===== config.mk =====
export PLATFORM = sky130hd
export DESIGN_NAME = stream_sink_burst_status
export DESIGN_NICKNAME = d
export VERILOG_FILES = /design/src/sink_burst_pkg.sv /design/src/stream_if.sv /design/src/sink_error_status.sv /design/src/sink_fifo.sv /design/src/stream_sink_burst_status.sv
export SDC_FILE = /design/constraint.sdc
export NUM_CORES = 2
export LEC_CHECK = 0
export ABC_AREA = 1
export BUFFER_PORTS_ARGS = -buffer_cell sky130_fd_sc_hd__buf_2
export CORE_ASPECT_RATIO = 1.4
export CORE_UTILIZATION = 35
export CTS_BUF_LIST = sky130_fd_sc_hd__clkbuf_16
export CTS_CLUSTER_DIAMETER = 200
export CTS_CLUSTER_SIZE = 8
export DETAILED_ROUTE_END_ITERATION = 12
export PLACE_DENSITY = 0.53
export SYNTH_ARGS = -nofsm -noshare
export SYNTH_HDL_FRONTEND = slang
export SYNTH_SLANG_ARGS = --single-unit

===== constraint.sdc =====
create_clock -name clock -period 15.6 [get_ports clock]
set_input_delay 1.56 -clock clock [delete_from_list [all_inputs] [get_ports clock]]
set_output_delay 1.56 -clock clock [all_outputs]
set_load 0.03 [all_outputs]

===== src/sink_burst_pkg.sv =====
// Constants shared by the burst sink: widths, field positions, depths, resets.
// Assumes a single clock domain and a fixed lane count.
package sink_burst_pkg;

  // ----------------------------------------------------------------
  // Lane and data widths
  // ----------------------------------------------------------------
  localparam int LANES = 4;
  localparam int WORD_W = 64;
  localparam int DATA_W = WORD_W * LANES;
  localparam int SYNC_W = 8;

  // ----------------------------------------------------------------
  // Error vector layout
  // ----------------------------------------------------------------
  localparam int ERR_W = LANES + 5;
  localparam int ERR_ALIGN = LANES;
  localparam int ERR_UNUSED = LANES + 1;
  localparam int ERR_OVERFLOW = LANES + 2;
  localparam int ERR_SEU_FIXED = LANES + 3;
  localparam int ERR_SEU_FATAL = LANES + 4;

  // ----------------------------------------------------------------
  // FIFO entry layout and depth
  // ----------------------------------------------------------------
  localparam int ENT_FIRST = DATA_W;
  localparam int ENT_LAST = DATA_W + 1;
  localparam int ENT_SYNC_LSB = DATA_W + 2;
  localparam int ENT_W = DATA_W + 2 + SYNC_W;
  localparam int FIFO_DEPTH = 8;

  // ----------------------------------------------------------------
  // Reset values
  // ----------------------------------------------------------------
  localparam logic [ERR_W-1:0] ERR_RESET = '0;
  localparam logic [SYNC_W-1:0] SYNC_RESET = 8'h00;
  localparam logic [SYNC_W-1:0] SYNC_ZERO = 8'h00;

endpackage : sink_burst_pkg


===== src/stream_if.sv =====
// Valid/ready word carrier between the sink's own modules.
// Assumes both ends on the same clock.
interface stream_if #(parameter int W = 8);
  logic valid;
  logic ready;
  logic [W-1:0] data;

  // Producer side
  modport src (output valid, output data, input ready);
  // Consumer side
  modport snk (input valid, input data, output ready);
endinterface : stream_if


===== src/sink_error_status.sv =====
// Sticky error status with enable-gated interrupt level.
// Assumes clear pulses and error levels on the same clock.
module sink_error_status
  import sink_burst_pkg::*;
(
  // Clock and reset
  input wire logic clock,
  input wire logic rst,
  // Error events, enables and clears
  input wire logic [sink_burst_pkg::ERR_W-1:0] err_in,
  input wire logic [sink_burst_pkg::ERR_W-1:0] irq_enable,
  input wire logic [sink_burst_pkg::ERR_W-1:0] status_clear,
  // Status and interrupt
  output logic [sink_burst_pkg::ERR_W-1:0] status_q,
  output logic irq_q
);

  // Sticky bits: a new event wins over a clear in the same cycle
  always_ff @(posedge clock) begin
    if (rst) begin
      status_q <= ERR_RESET;
    end else begin
      status_q <= err_in | (status_q & ~status_clear);
    end
  end

  // Interrupt high while any enabled bit is set
  always_ff @(posedge clock) begin
    if (rst) begin
      irq_q <= 1'b0;
    end else begin
      irq_q <= |(status_q & irq_enable);
    end
  end
endmodule : sink_error_status


===== src/sink_fifo.sv =====
// Sink adaptation FIFO: small memory with registered read word.
// Assumes one clock, synchronous active-high reset, power-of-two depth.
module sink_fifo #(
  parameter int WIDTH = 8,
  parameter int DEPTH = 8
) (
  // Clock and reset
  input wire logic clock,
  input wire logic rst,
  // Fill and drain sides
  stream_if.snk wr,
  stream_if.src rd
);

  localparam int PW = $clog2(DEPTH);

  logic [WIDTH-1:0] mem_q [DEPTH];
  logic [PW-1:0] wr_ptr_q, rd_ptr_q;
  logic [PW:0] count_q, count_d;
  logic wr_ready_q, rd_valid_q;
  logic [WIDTH-1:0] rd_data_q;
  logic push, pop;

  // Handshakes: pop moves the head into the read register
  assign push = wr.valid && wr_ready_q;
  assign pop = (count_q != '0) && (!rd_valid_q || rd.ready);
  assign count_d = count_q + {{PW{1'b0}}, push} - {{PW{1'b0}}, pop};
  assign wr.ready = wr_ready_q;
  assign rd.valid = rd_valid_q;
  assign rd.data = rd_data_q;

  // Storage array
  always_ff @(posedge clock) begin
    if (push) begin
      mem_q[wr_ptr_q] <= wr.data;
    end
  end

  // Pointers, fill count and honest ready
  always_ff @(posedge clock) begin
    if (rst) begin
      wr_ptr_q <= '0;
      rd_ptr_q <= '0;
      count_q <= '0;
      wr_ready_q <= 1'b0;
    end else begin
      wr_ptr_q <= wr_ptr_q + PW'(push);
      rd_ptr_q <= rd_ptr_q + PW'(pop);
      count_q <= count_d;
      wr_ready_q <= (count_d < (PW+1)'(DEPTH));
    end
  end

  // Registered read word
  always_ff @(posedge clock) begin
    if (rst) begin
      rd_valid_q <= 1'b0;
      rd_data_q <= '0;
    end else if (pop) begin
      rd_valid_q <= 1'b1;
      rd_data_q <= mem_q[rd_ptr_q];
    end else if (rd.ready) begin
      rd_valid_q <= 1'b0;
    end
  end

endmodule : sink_fifo


===== src/stream_sink_burst_status.sv =====
// Sink user interface of a multi-lane streaming link: burst flags, error vector, interrupt.
// Assumes received words arrive on clock already; the injection input is asynchronous.
module stream_sink_burst_status
  import sink_burst_pkg::*;
(
  // Clock and reset
  input wire logic clock,
  input wire logic rst,
  // Configuration
  input wire logic burst_mode,
  input wire logic ecc_enable,
  input wire logic advanced_clocking,
  // Received words from the link
  input wire logic in_valid,
  input wire logic [sink_burst_pkg::DATA_W-1:0] in_data,
  input wire logic in_first,
  input wire logic in_last,
  input wire logic [sink_burst_pkg::SYNC_W-1:0] in_sync,
  output logic in_ready,
  // Link condition reports
  input wire logic link_up,
  input wire logic [sink_burst_pkg::LANES-1:0] lane_sync_header_err,
  input wire logic [sink_burst_pkg::LANES-1:0] lane_multiframe_err,
  input wire logic [sink_burst_pkg::LANES-1:0] lane_crc_err,
  input wire logic align_lost,
  input wire logic single_event_upset_fixed,
  input wire logic single_event_upset_fatal,
  // Test input from the transmit side
  input wire logic crc_error_inject,
  // Sink user interface
  input wire logic sink_ready,
  output logic sink_valid,
  output logic [sink_burst_pkg::DATA_W-1:0] sink_data,
  output logic sink_burst_first,
  output logic sink_burst_last,
  output logic [sink_burst_pkg::SYNC_W-1:0] sink_sync,
  output logic sink_link_up,
  output logic [sink_burst_pkg::ERR_W-1:0] sink_error,
  output logic sink_ready_drop,
  // Status and interrupt
  input wire logic [sink_burst_pkg::ERR_W-1:0] irq_enable,
  input wire logic [sink_burst_pkg::ERR_W-1:0] status_clear,
  output logic [sink_burst_pkg::ERR_W-1:0] err_status,
  output logic err_interrupt
);

  // ----------------------------------------------------------------
  // Helpers
  // ----------------------------------------------------------------

  // Upset flags count only with correction on and standard clocking
  function automatic logic upset_qualify(input logic flag, input logic ecc, input logic adv);
    upset_qualify = flag && ecc && !adv;
  endfunction : upset_qualify

  // ----------------------------------------------------------------
  // Declarations
  // ----------------------------------------------------------------
  stream_if #(.W(ENT_W)) wr_if ();
  stream_if #(.W(ENT_W)) rd_if ();

  logic inject_meta_q, inject_q;
  logic overflow;
  logic rd_fire;
  logic sink_fire;
  logic [ERR_W-1:0] err_d;
  logic [ERR_W-1:0] sink_error_q;
  logic sink_valid_q, sink_first_q, sink_last_q, sink_link_up_q;
  logic [DATA_W-1:0] sink_data_q;
  logic [SYNC_W-1:0] sink_sync_q, entry_sync;
  logic seen_data_q;
  logic burst_open_q;
  logic sink_ready_prev_q;
  logic ready_drop_q;
  logic ready_drop_now;
  logic [ERR_W-1:0] status_q;
  logic irq_q;

  // ----------------------------------------------------------------
  // Injection synchroniser
  // ----------------------------------------------------------------

  // Two flops before the injection level is used
  always_ff @(posedge clock) begin
    if (rst) begin
      inject_meta_q <= 1'b0;
      inject_q <= 1'b0;
    end else begin
      inject_meta_q <= crc_error_inject;
      inject_q <= inject_meta_q;
    end
  end

  // ----------------------------------------------------------------
  // Adaptation FIFO
  // ----------------------------------------------------------------

  // Pack data, framing flags and sync into one entry
  assign wr_if.valid = in_valid;
  assign wr_if.data = {in_sync, in_last, in_first, in_data};
  assign in_ready = wr_if.ready;
  assign overflow = in_valid && !wr_if.ready;

  sink_fifo #(
    .WIDTH(ENT_W),
    .DEPTH(FIFO_DEPTH)
  ) u_fifo (
    .clock(clock),
    .rst(rst),
    .wr(wr_if),
    .rd(rd_if)
  );

  // Drain when the output stage is empty or being taken
  assign rd_if.ready = !sink_valid_q || sink_ready;
  assign rd_fire = rd_if.valid && rd_if.ready;
  assign sink_fire = sink_valid_q && sink_ready;

  // Single lane never has invalid words at burst end
  assign entry_sync = (LANES == 1 && rd_if.data[ENT_LAST]) ? SYNC_ZERO
                    : rd_if.data[ENT_SYNC_LSB +: SYNC_W];

  // ----------------------------------------------------------------
  // Sink output stage
  // ----------------------------------------------------------------

  // Word, sync and valid held until the user takes them
  always_ff @(posedge clock) begin
    if (rst) begin
      sink_valid_q <= 1'b0;
      sink_data_q <= '0;
      sink_sync_q <= SYNC_RESET;
    end else if (rd_fire) begin
      sink_valid_q <= 1'b1;
      sink_data_q <= rd_if.data[DATA_W-1:0];
      sink_sync_q <= entry_sync;
    end else if (sink_ready) begin
      sink_valid_q <= 1'b0;
    end
  end

  // Start and end of burst flags travel with their word
  always_ff @(posedge clock) begin
    if (rst) begin
      sink_first_q <= 1'b0;
      sink_last_q <= 1'b0;
    end else if (rd_fire) begin
      if (burst_mode) begin
        sink_first_q <= rd_if.data[ENT_FIRST];
      end else begin
        sink_first_q <= !seen_data_q;
      end
      sink_last_q <= rd_if.data[ENT_LAST];
    end else if (sink_ready) begin
      sink_first_q <= 1'b0;
      sink_last_q <= 1'b0;
    end
  end

  // Continuous stream marks its start only once
  always_ff @(posedge clock) begin
    if (rst) begin
      seen_data_q <= 1'b0;
    end else if (rd_fire && !burst_mode) begin
      seen_data_q <= 1'b1;
    end
  end

  // Link-up follows the link; user masks data while low
  always_ff @(posedge clock) begin
    if (rst) begin
      sink_link_up_q <= 1'b0;
    end else begin
      sink_link_up_q <= link_up;
    end
  end

  // ----------------------------------------------------------------
  // Ready drop detection
  // ----------------------------------------------------------------

  // Burst open from first taken word until last taken word
  always_ff @(posedge clock) begin
    if (rst) begin
      burst_open_q <= 1'b0;
    end else if (sink_fire && sink_last_q) begin
      burst_open_q <= 1'b0;
    end else if (sink_fire && sink_first_q) begin
      burst_open_q <= 1'b1;
    end
  end

  assign ready_drop_now = sink_ready_prev_q && !sink_ready && (burst_open_q || sink_valid_q);

  // Sticky flag for ready falling mid-transfer
  always_ff @(posedge clock) begin
    if (rst) begin
      sink_ready_prev_q <= 1'b0;
      ready_drop_q <= 1'b0;
    end else begin
      sink_ready_prev_q <= sink_ready;
      ready_drop_q <= ready_drop_q || ready_drop_now;
    end
  end

  // ----------------------------------------------------------------
  // Error vector
  // ----------------------------------------------------------------

  // Assemble per-lane and aggregate error bits
  always_comb begin
    err_d = ERR_RESET;
    err_d[LANES-1:0] = lane_sync_header_err | lane_multiframe_err
                     | lane_crc_err | {LANES{inject_q}};
    err_d[ERR_ALIGN] = align_lost;
    err_d[ERR_UNUSED] = 1'b0;
    err_d[ERR_OVERFLOW] = overflow && !advanced_clocking;
    err_d[ERR_SEU_FIXED] = upset_qualify(single_event_upset_fixed, ecc_enable, advanced_clocking);
    err_d[ERR_SEU_FATAL] = upset_qualify(single_event_upset_fatal, ecc_enable, advanced_clocking);
  end

  // Registered error vector
  always_ff @(posedge clock) begin
    if (rst) begin
      sink_error_q <= ERR_RESET;
    end else begin
      sink_error_q <= err_d;
    end
  end

  // ----------------------------------------------------------------
  // Status and interrupt
  // ----------------------------------------------------------------
  sink_error_status u_status (
    .clock(clock),
    .rst(rst),
    .err_in(sink_error_q),
    .irq_enable(irq_enable),
    .status_clear(status_clear),
    .status_q(status_q),
    .irq_q(irq_q)
  );

  // ----------------------------------------------------------------
  // Outputs
  // ----------------------------------------------------------------
  assign sink_valid = sink_valid_q;
  assign sink_data = sink_data_q;
  assign sink_burst_first = sink_first_q;
  assign sink_burst_last = sink_last_q;
  assign sink_sync = sink_sync_q;
  assign sink_link_up = sink_link_up_q;
  assign sink_error = sink_error_q;
  assign sink_ready_drop = ready_drop_q;
  assign err_status = status_q;
  assign err_interrupt = irq_q;
endmodule : stream_sink_burst_status


### Word level (Yosys, flattened, before mapping)

Memory sizes are Yosys's and may differ from the RTL's. A register that Yosys moved wholly into a read port is not among the register bits.
Index checks and enable logic that the tools add are counted.

| storage, ports and cells | value |
|---|---|
| flip-flop bits (word level) | 305 |
| bits in writable memories | 2,128 |
| word-level logic and storage cells | 74 |
| memories kept | 1 |

| operators by class | value |
|---|---|
| $add $sub $neg | 4 |
| order comparisons | 1 |
| multiplexer cells | 9 |
| bitwise gates (word level) | 7 |
| reductions and logical operators | 31 |

Memory list:

| name | depth | bits a word | read ports | clocked after memory_dff | write ports | line | source |
|---|---|---|---|---|---|---|---|
| u_fifo.mem_q | 8 | 266 | 1 | 1 | 1 | sink_fifo.sv:17 | `logic [WIDTH-1:0] mem_q [DEPTH];` |

Operator list:

| kind | count |
|---|---|
| AND 9 bit | 2 |
| logical AND 1 bit | 15 |
| OR 4 bit | 3 |
| two-way mux 1 bit | 9 |
| NOT 9 bit | 1 |
| OR 9 bit | 1 |
| OR reduction 9 bit | 1 |
| zero test 1 bit | 7 |
| adder 3 x 1 -> 3 bit | 2 |
| adder 4 x 1 -> 4 bit | 1 |
| logical OR 1 bit | 4 |
| less-than comparator 4 bit, second input constant | 1 |
| nonzero test 2 bit | 2 |
| nonzero test 4 bit | 1 |
| subtractor 4 x 1 -> 4 bit | 1 |
| OR reduction 2 bit | 1 |

### Logic depth before layout (Yosys ltp)

| logic depth | value |
|---|---|
| word-level depth | 6 |
| mapped depth | 16 |

### Hierarchy

Synthesis repeated with hierarchy kept, for this count alone.

| unflattened totals | value |
|---|---|
| cell total of the unflattened synthesis | 10,420 |
| area total of the unflattened synthesis | 108,151.2 um^2 |

By module, submodules not included:

| module | instances | cells an instance | area an instance (um^2) | seq. area each (um^2) |
|---|---|---|---|---|
| sink_fifo | 1 | 9,143 | 98,111.6 | 69,466.6 |
| stream_sink_burst_status | 1 | 1,218 | 9,635.5 | 5,645.4 |
| sink_error_status | 1 | 59 | 404.1 | 200.2 |

### Worst setup path before layout

OpenSTA, ideal clock, no wires.

| timing | value |
|---|---|
| path kind | input port to flip-flop |
| from | in in_valid |
| to | mem u_fifo.mem_q[0][0] in the netlist's numbering, enable pin |
| arrival time | 12.954 ns |
| required time | 14.702 ns |
| slack | 1.748 ns |
| stages | 3 |
| buffers on the path | 0 |
| path through | nand2_1 or2_2 nor2_1 |

| between the ends | value |
|---|---|
| longest elaborated chain between the ends | 3 |

Ends and longest elaborated chain:

| element | line | source |
|---|---|---|
| start: declaration | stream_sink_burst_status.sv:14 | `input wire logic in_valid,` |
| logical AND 1 bit | sink_fifo.sv:25 | `assign push = wr.valid && wr_ready_q;` |
| two-way mux 1 bit | sink_fifo.sv:34 | `if (push) begin` |
| two-way mux 1 bit (implied by the code) | sink_fifo.sv:35 | `mem_q[wr_ptr_q] <= wr.data;` |
| end: declaration | sink_fifo.sv:17 |  |

No other way between the ends.

==> impl_results.md <==
- Max Freq: 173.0 MHz
- Crit path arrival time: about 6.5 ns
- Pin count of the biggest net entering global routing: 198
- Post-synth EDFFs: 2128
- Via density: roughly 4.8
- Count of final setup violators: 0
- Most numerous cell on the critical path: buf_4
- All-Layer GR Usage: between 20% and 30%
- Skew final: approximately 0.047 ns
- TritonCTS clock tree: built
- H-tree Lvls: 5
- Critical Path RT: about 16 ns
- Syn avg cell area: ~10 µm²
- Reg2reg end: u_fifo.rd.data[162]
- Num rows: 240
- Clock tree buffer depth: 4
- CP Capture Type: flop
- Pre-Repair DR Iteration Count: 6
- Critical path class: flop to flop
- Sw Pwr: 8.176 mW
- Initial antenna violation count: 155
- Num ports: 597
- TritonCTS Buffers: 379
- Hold Crit Depth: 2
- Vias in the first global route: 72010
- Worst Hold Launch: inject_meta_q
- Port bufs: 595
- First-pass GRT wire length: 469.4 mm
- Startpoint Class: flop
- Initial DRC count: between 5000 and 6000
- Post-synth ARST share: 0%
- Post-DP HPWL: 176.7 mm
- Clk network pwr share: 33.0%
- Least-Margin Pin Slew: 1.200 ns
- Total wire length: approximately 320 mm
- Mapped Nets: roughly 11000
- Routed WL per cell: approximately 21 µm
- Ys flop type: edfxtp_1
- Clk slew on worst S/H paths: around 0.050 ns
- Clock Tree Root: clkbuf_16
- Synth cell count leaders: nand2_1 (2668), edfxtp_1 (2128), nand3_1 (1659), inv_1 (1442), nor2_1 (641)
- Status: complete, no violations
- Die Width: about 470 µm
- Crit path max-delay cell type: buf_4
- Fin crit period: 5.781 ns
- P_int: between 10 and 15 mW
- Gate Count Post-Synth: around 10000
- Final Hold Fails: 0
- Routed Antenna Nets: 0
- Post-Synthesis Cell Area: 108000 µm²
- Worst Hold End: inject_q
- Setup WS post-layout: 9.819 ns
- Seq pwr share: between 30% and 40%
- Synth warnings: 0
- Post-CTS setup buffer count: 0
- Worst setup path start: u_fifo.rd_ptr_q[0]
- Share of cells above drive strength 1: 10.04%
- Yosys reg bits: 2698
- Final Util: 40.83%
- Max cap viols: 0
- Seq/Total Area, Yosys: 69.75%
- Crit Path Max Fanout: 197
- Hold Buf Count CTS: 0
- Gr ovfl total: 0
- Die Ht: 659.2 µm
- Slew Limit Headroom: roughly a fifth
- Max Slew Vio Count: 0
- Die area: 310800 µm²
- Final Instance Count excl. Fillers: 15170
- Synth area leaders: edfxtp_1 (59%), dfxtp_1 (11%), nand2_1 (9.3%)
- Num Clock Sinks: 2698
- Core area: 306000 µm²
- Pre-CTS WS: roughly 9.9 ns
- HP Class: flop to flop
- Clk Latency, worst-skew pair: 0.89 ns
- Nets: 11130
- Most common cell in the netlist: nand2_1
- Netlist cell types: 30
- Initial core utilization: between 30% and 40%
- Vias: 73540
- Synth area leader: edfxtp_1
- PwrDens: 182.7 nW/µm²
- Leakage power: around 53 nW
- Residual DRC: 0
- CP peak stage delay: 0.90 ns
- Synth-to-layout area growth: 15.70%
- Critical path cell sequence: inv_8 -> buf_4 -> buf_4 -> buf_4 -> buf_12 -> nand2_1 -> nand3_1 -> nand3_1 -> nand2_1 -> a21oi_1
- Routability-driven placement congestion ratio: 0.7893
- Maximum vdd drop: approximately 0.18 mV
- Resize count post-CTS: 0
- Worst R2R Start: u_fifo.rd_ptr_q[0]
- Net Sw Frac: 35.83%
- Worst R2R Setup Slack: a little under 10 ns
- Setup repair after global routing missed its margin: false
- Post-route clock period utilization: 37.05%
- Worst R2R Path Depth: 10
- Logic gate share of total power: 27.8%
- Setup_tns: 0 ns
- Hold slack: around 0.41 ns
- Placed cells: 14430
- Top cell type's share of synthesized area: 59.18%
==> cells by family (layout without fill, tap and decap cells) <==
logic type                 count (synthesis)  in the layout  synth area share (%)
AOI/OAI and AO/OA                        600            600                 2.789
xor gates and xnor gates                   3              3               0.02434
adders and majority gates                  9              9                0.1112
buffers and inverters                   2042           2831                 8.049
DFF                                     2698           2698                 69.75
other                                      1             49              0.003473
and+or+nand+nor                         4982           4982                 19.27
==> registers in the layout (all words and copies together) (netlist names), 3 cells and up <==
name and count:
u_fifo.mem_q 2128, u_fifo.rd.data 266, sink_data 256, u_status.status_q 9, sink_error 8, sink_sync 8, u_fifo.count_q 4, u_fifo.rd_ptr_q 3
u_fifo.wr_ptr_q 3
==> metrics by stage <==
| stage | instance area (µm²) | total power, mW |
|---|---|---|
| after floorplan | 108000 | 13.55 |
| after global placement | 113700 | 15.39 |
| after detailed placement | 113700 | 15.47 |
| after CTS | 124800 | 23.07 |
| after global routing | 124900 | 24.07 |
| final | 124900 | 22.82 |
==> power groups by stage <==
| stage | registers (mW) | logic (mW) | clock network [mW] |
|---|---|---|---|
| floorplan | 9.29 | 4.27 | 0 |
| global placement | 9.08 | 6.31 | 0 |
| detailed placement | 9.08 | 6.39 | 0 |
| CTS | 8.95 | 6.41 | 7.71 |
| global route | 9.00 | 7.07 | 7.99 |
| finish | 8.94 | 6.34 | 7.53 |
==> cell type report <==
cell class | instances | area (µm²)
clock inverter | 301 | 1304
tap | 3993 | 4996
antenna | 48 | 120.1
clock buffer | 391 | 9784
sequential | 2698 | 75320
timing repair buffer | 690 | 3864
inverter | 1449 | 5484
multi-input combinational | 5595 | 24050
fill | 29160 | 181100
==> worst max path at each step <==
| stage | slack (ns) | to | cells after the start |
|---|---|---|---|
| 3_3_place_gp | 9.94 | u_fifo.mem_q[2][203] | 7 |
| 6_report | 9.82 | u_fifo.rd.data[162] | 10 |
| 2_1_floorplan | 1.75 | u_fifo.mem_q[0][0] | 3 |
| 4_1_cts | 9.96 | u_fifo.rd.data[162] | 10 |
| 5_1_grt | 9.46 | u_fifo.rd.data[125] | 10 |
| 3_5_place_dp | 9.93 | u_fifo.mem_q[2][224] | 7 |
==> layout by cell type (no fill, tap or decap), types with 3 or more instances in the layout <==
cell type,instances
nand2_1,2668
edfxtp_1,2128
inv_1,1731
nand3_1,1659
nor2_1,633
buf_2,594
dfxtp_1,567
clkbuf_16,391
o21ai_0,348
a21oi_1,248
buf_4,82
diode_2,48
buf_12,13
nor2_4,8
ha_1,8
inv_8,6
inv_16,5
nor3_1,4
or2_2,3
dfxtp_4,3
==> per-layer routing <==
metal  vias to the layer above  track usage (%)  wire (µm)
li1                      34860                -          -
met1                     35770            25.84     135200
met2                      2212            33.46     151800
met3                       653            4.305      22850
met4                        54            6.857       9765
met5                         -                0        341
==> critical path, delay by kind of cell, from the launching register on <==
kind	cells	cell delay (ns)
buffers and inverters	5	3.89
AND/OR/NAND/NOR	4	0.45
AO/OA/AOI/OAI	1	0.06
flip-flops	1	0.58
Power figures use the tool's default switching activity.
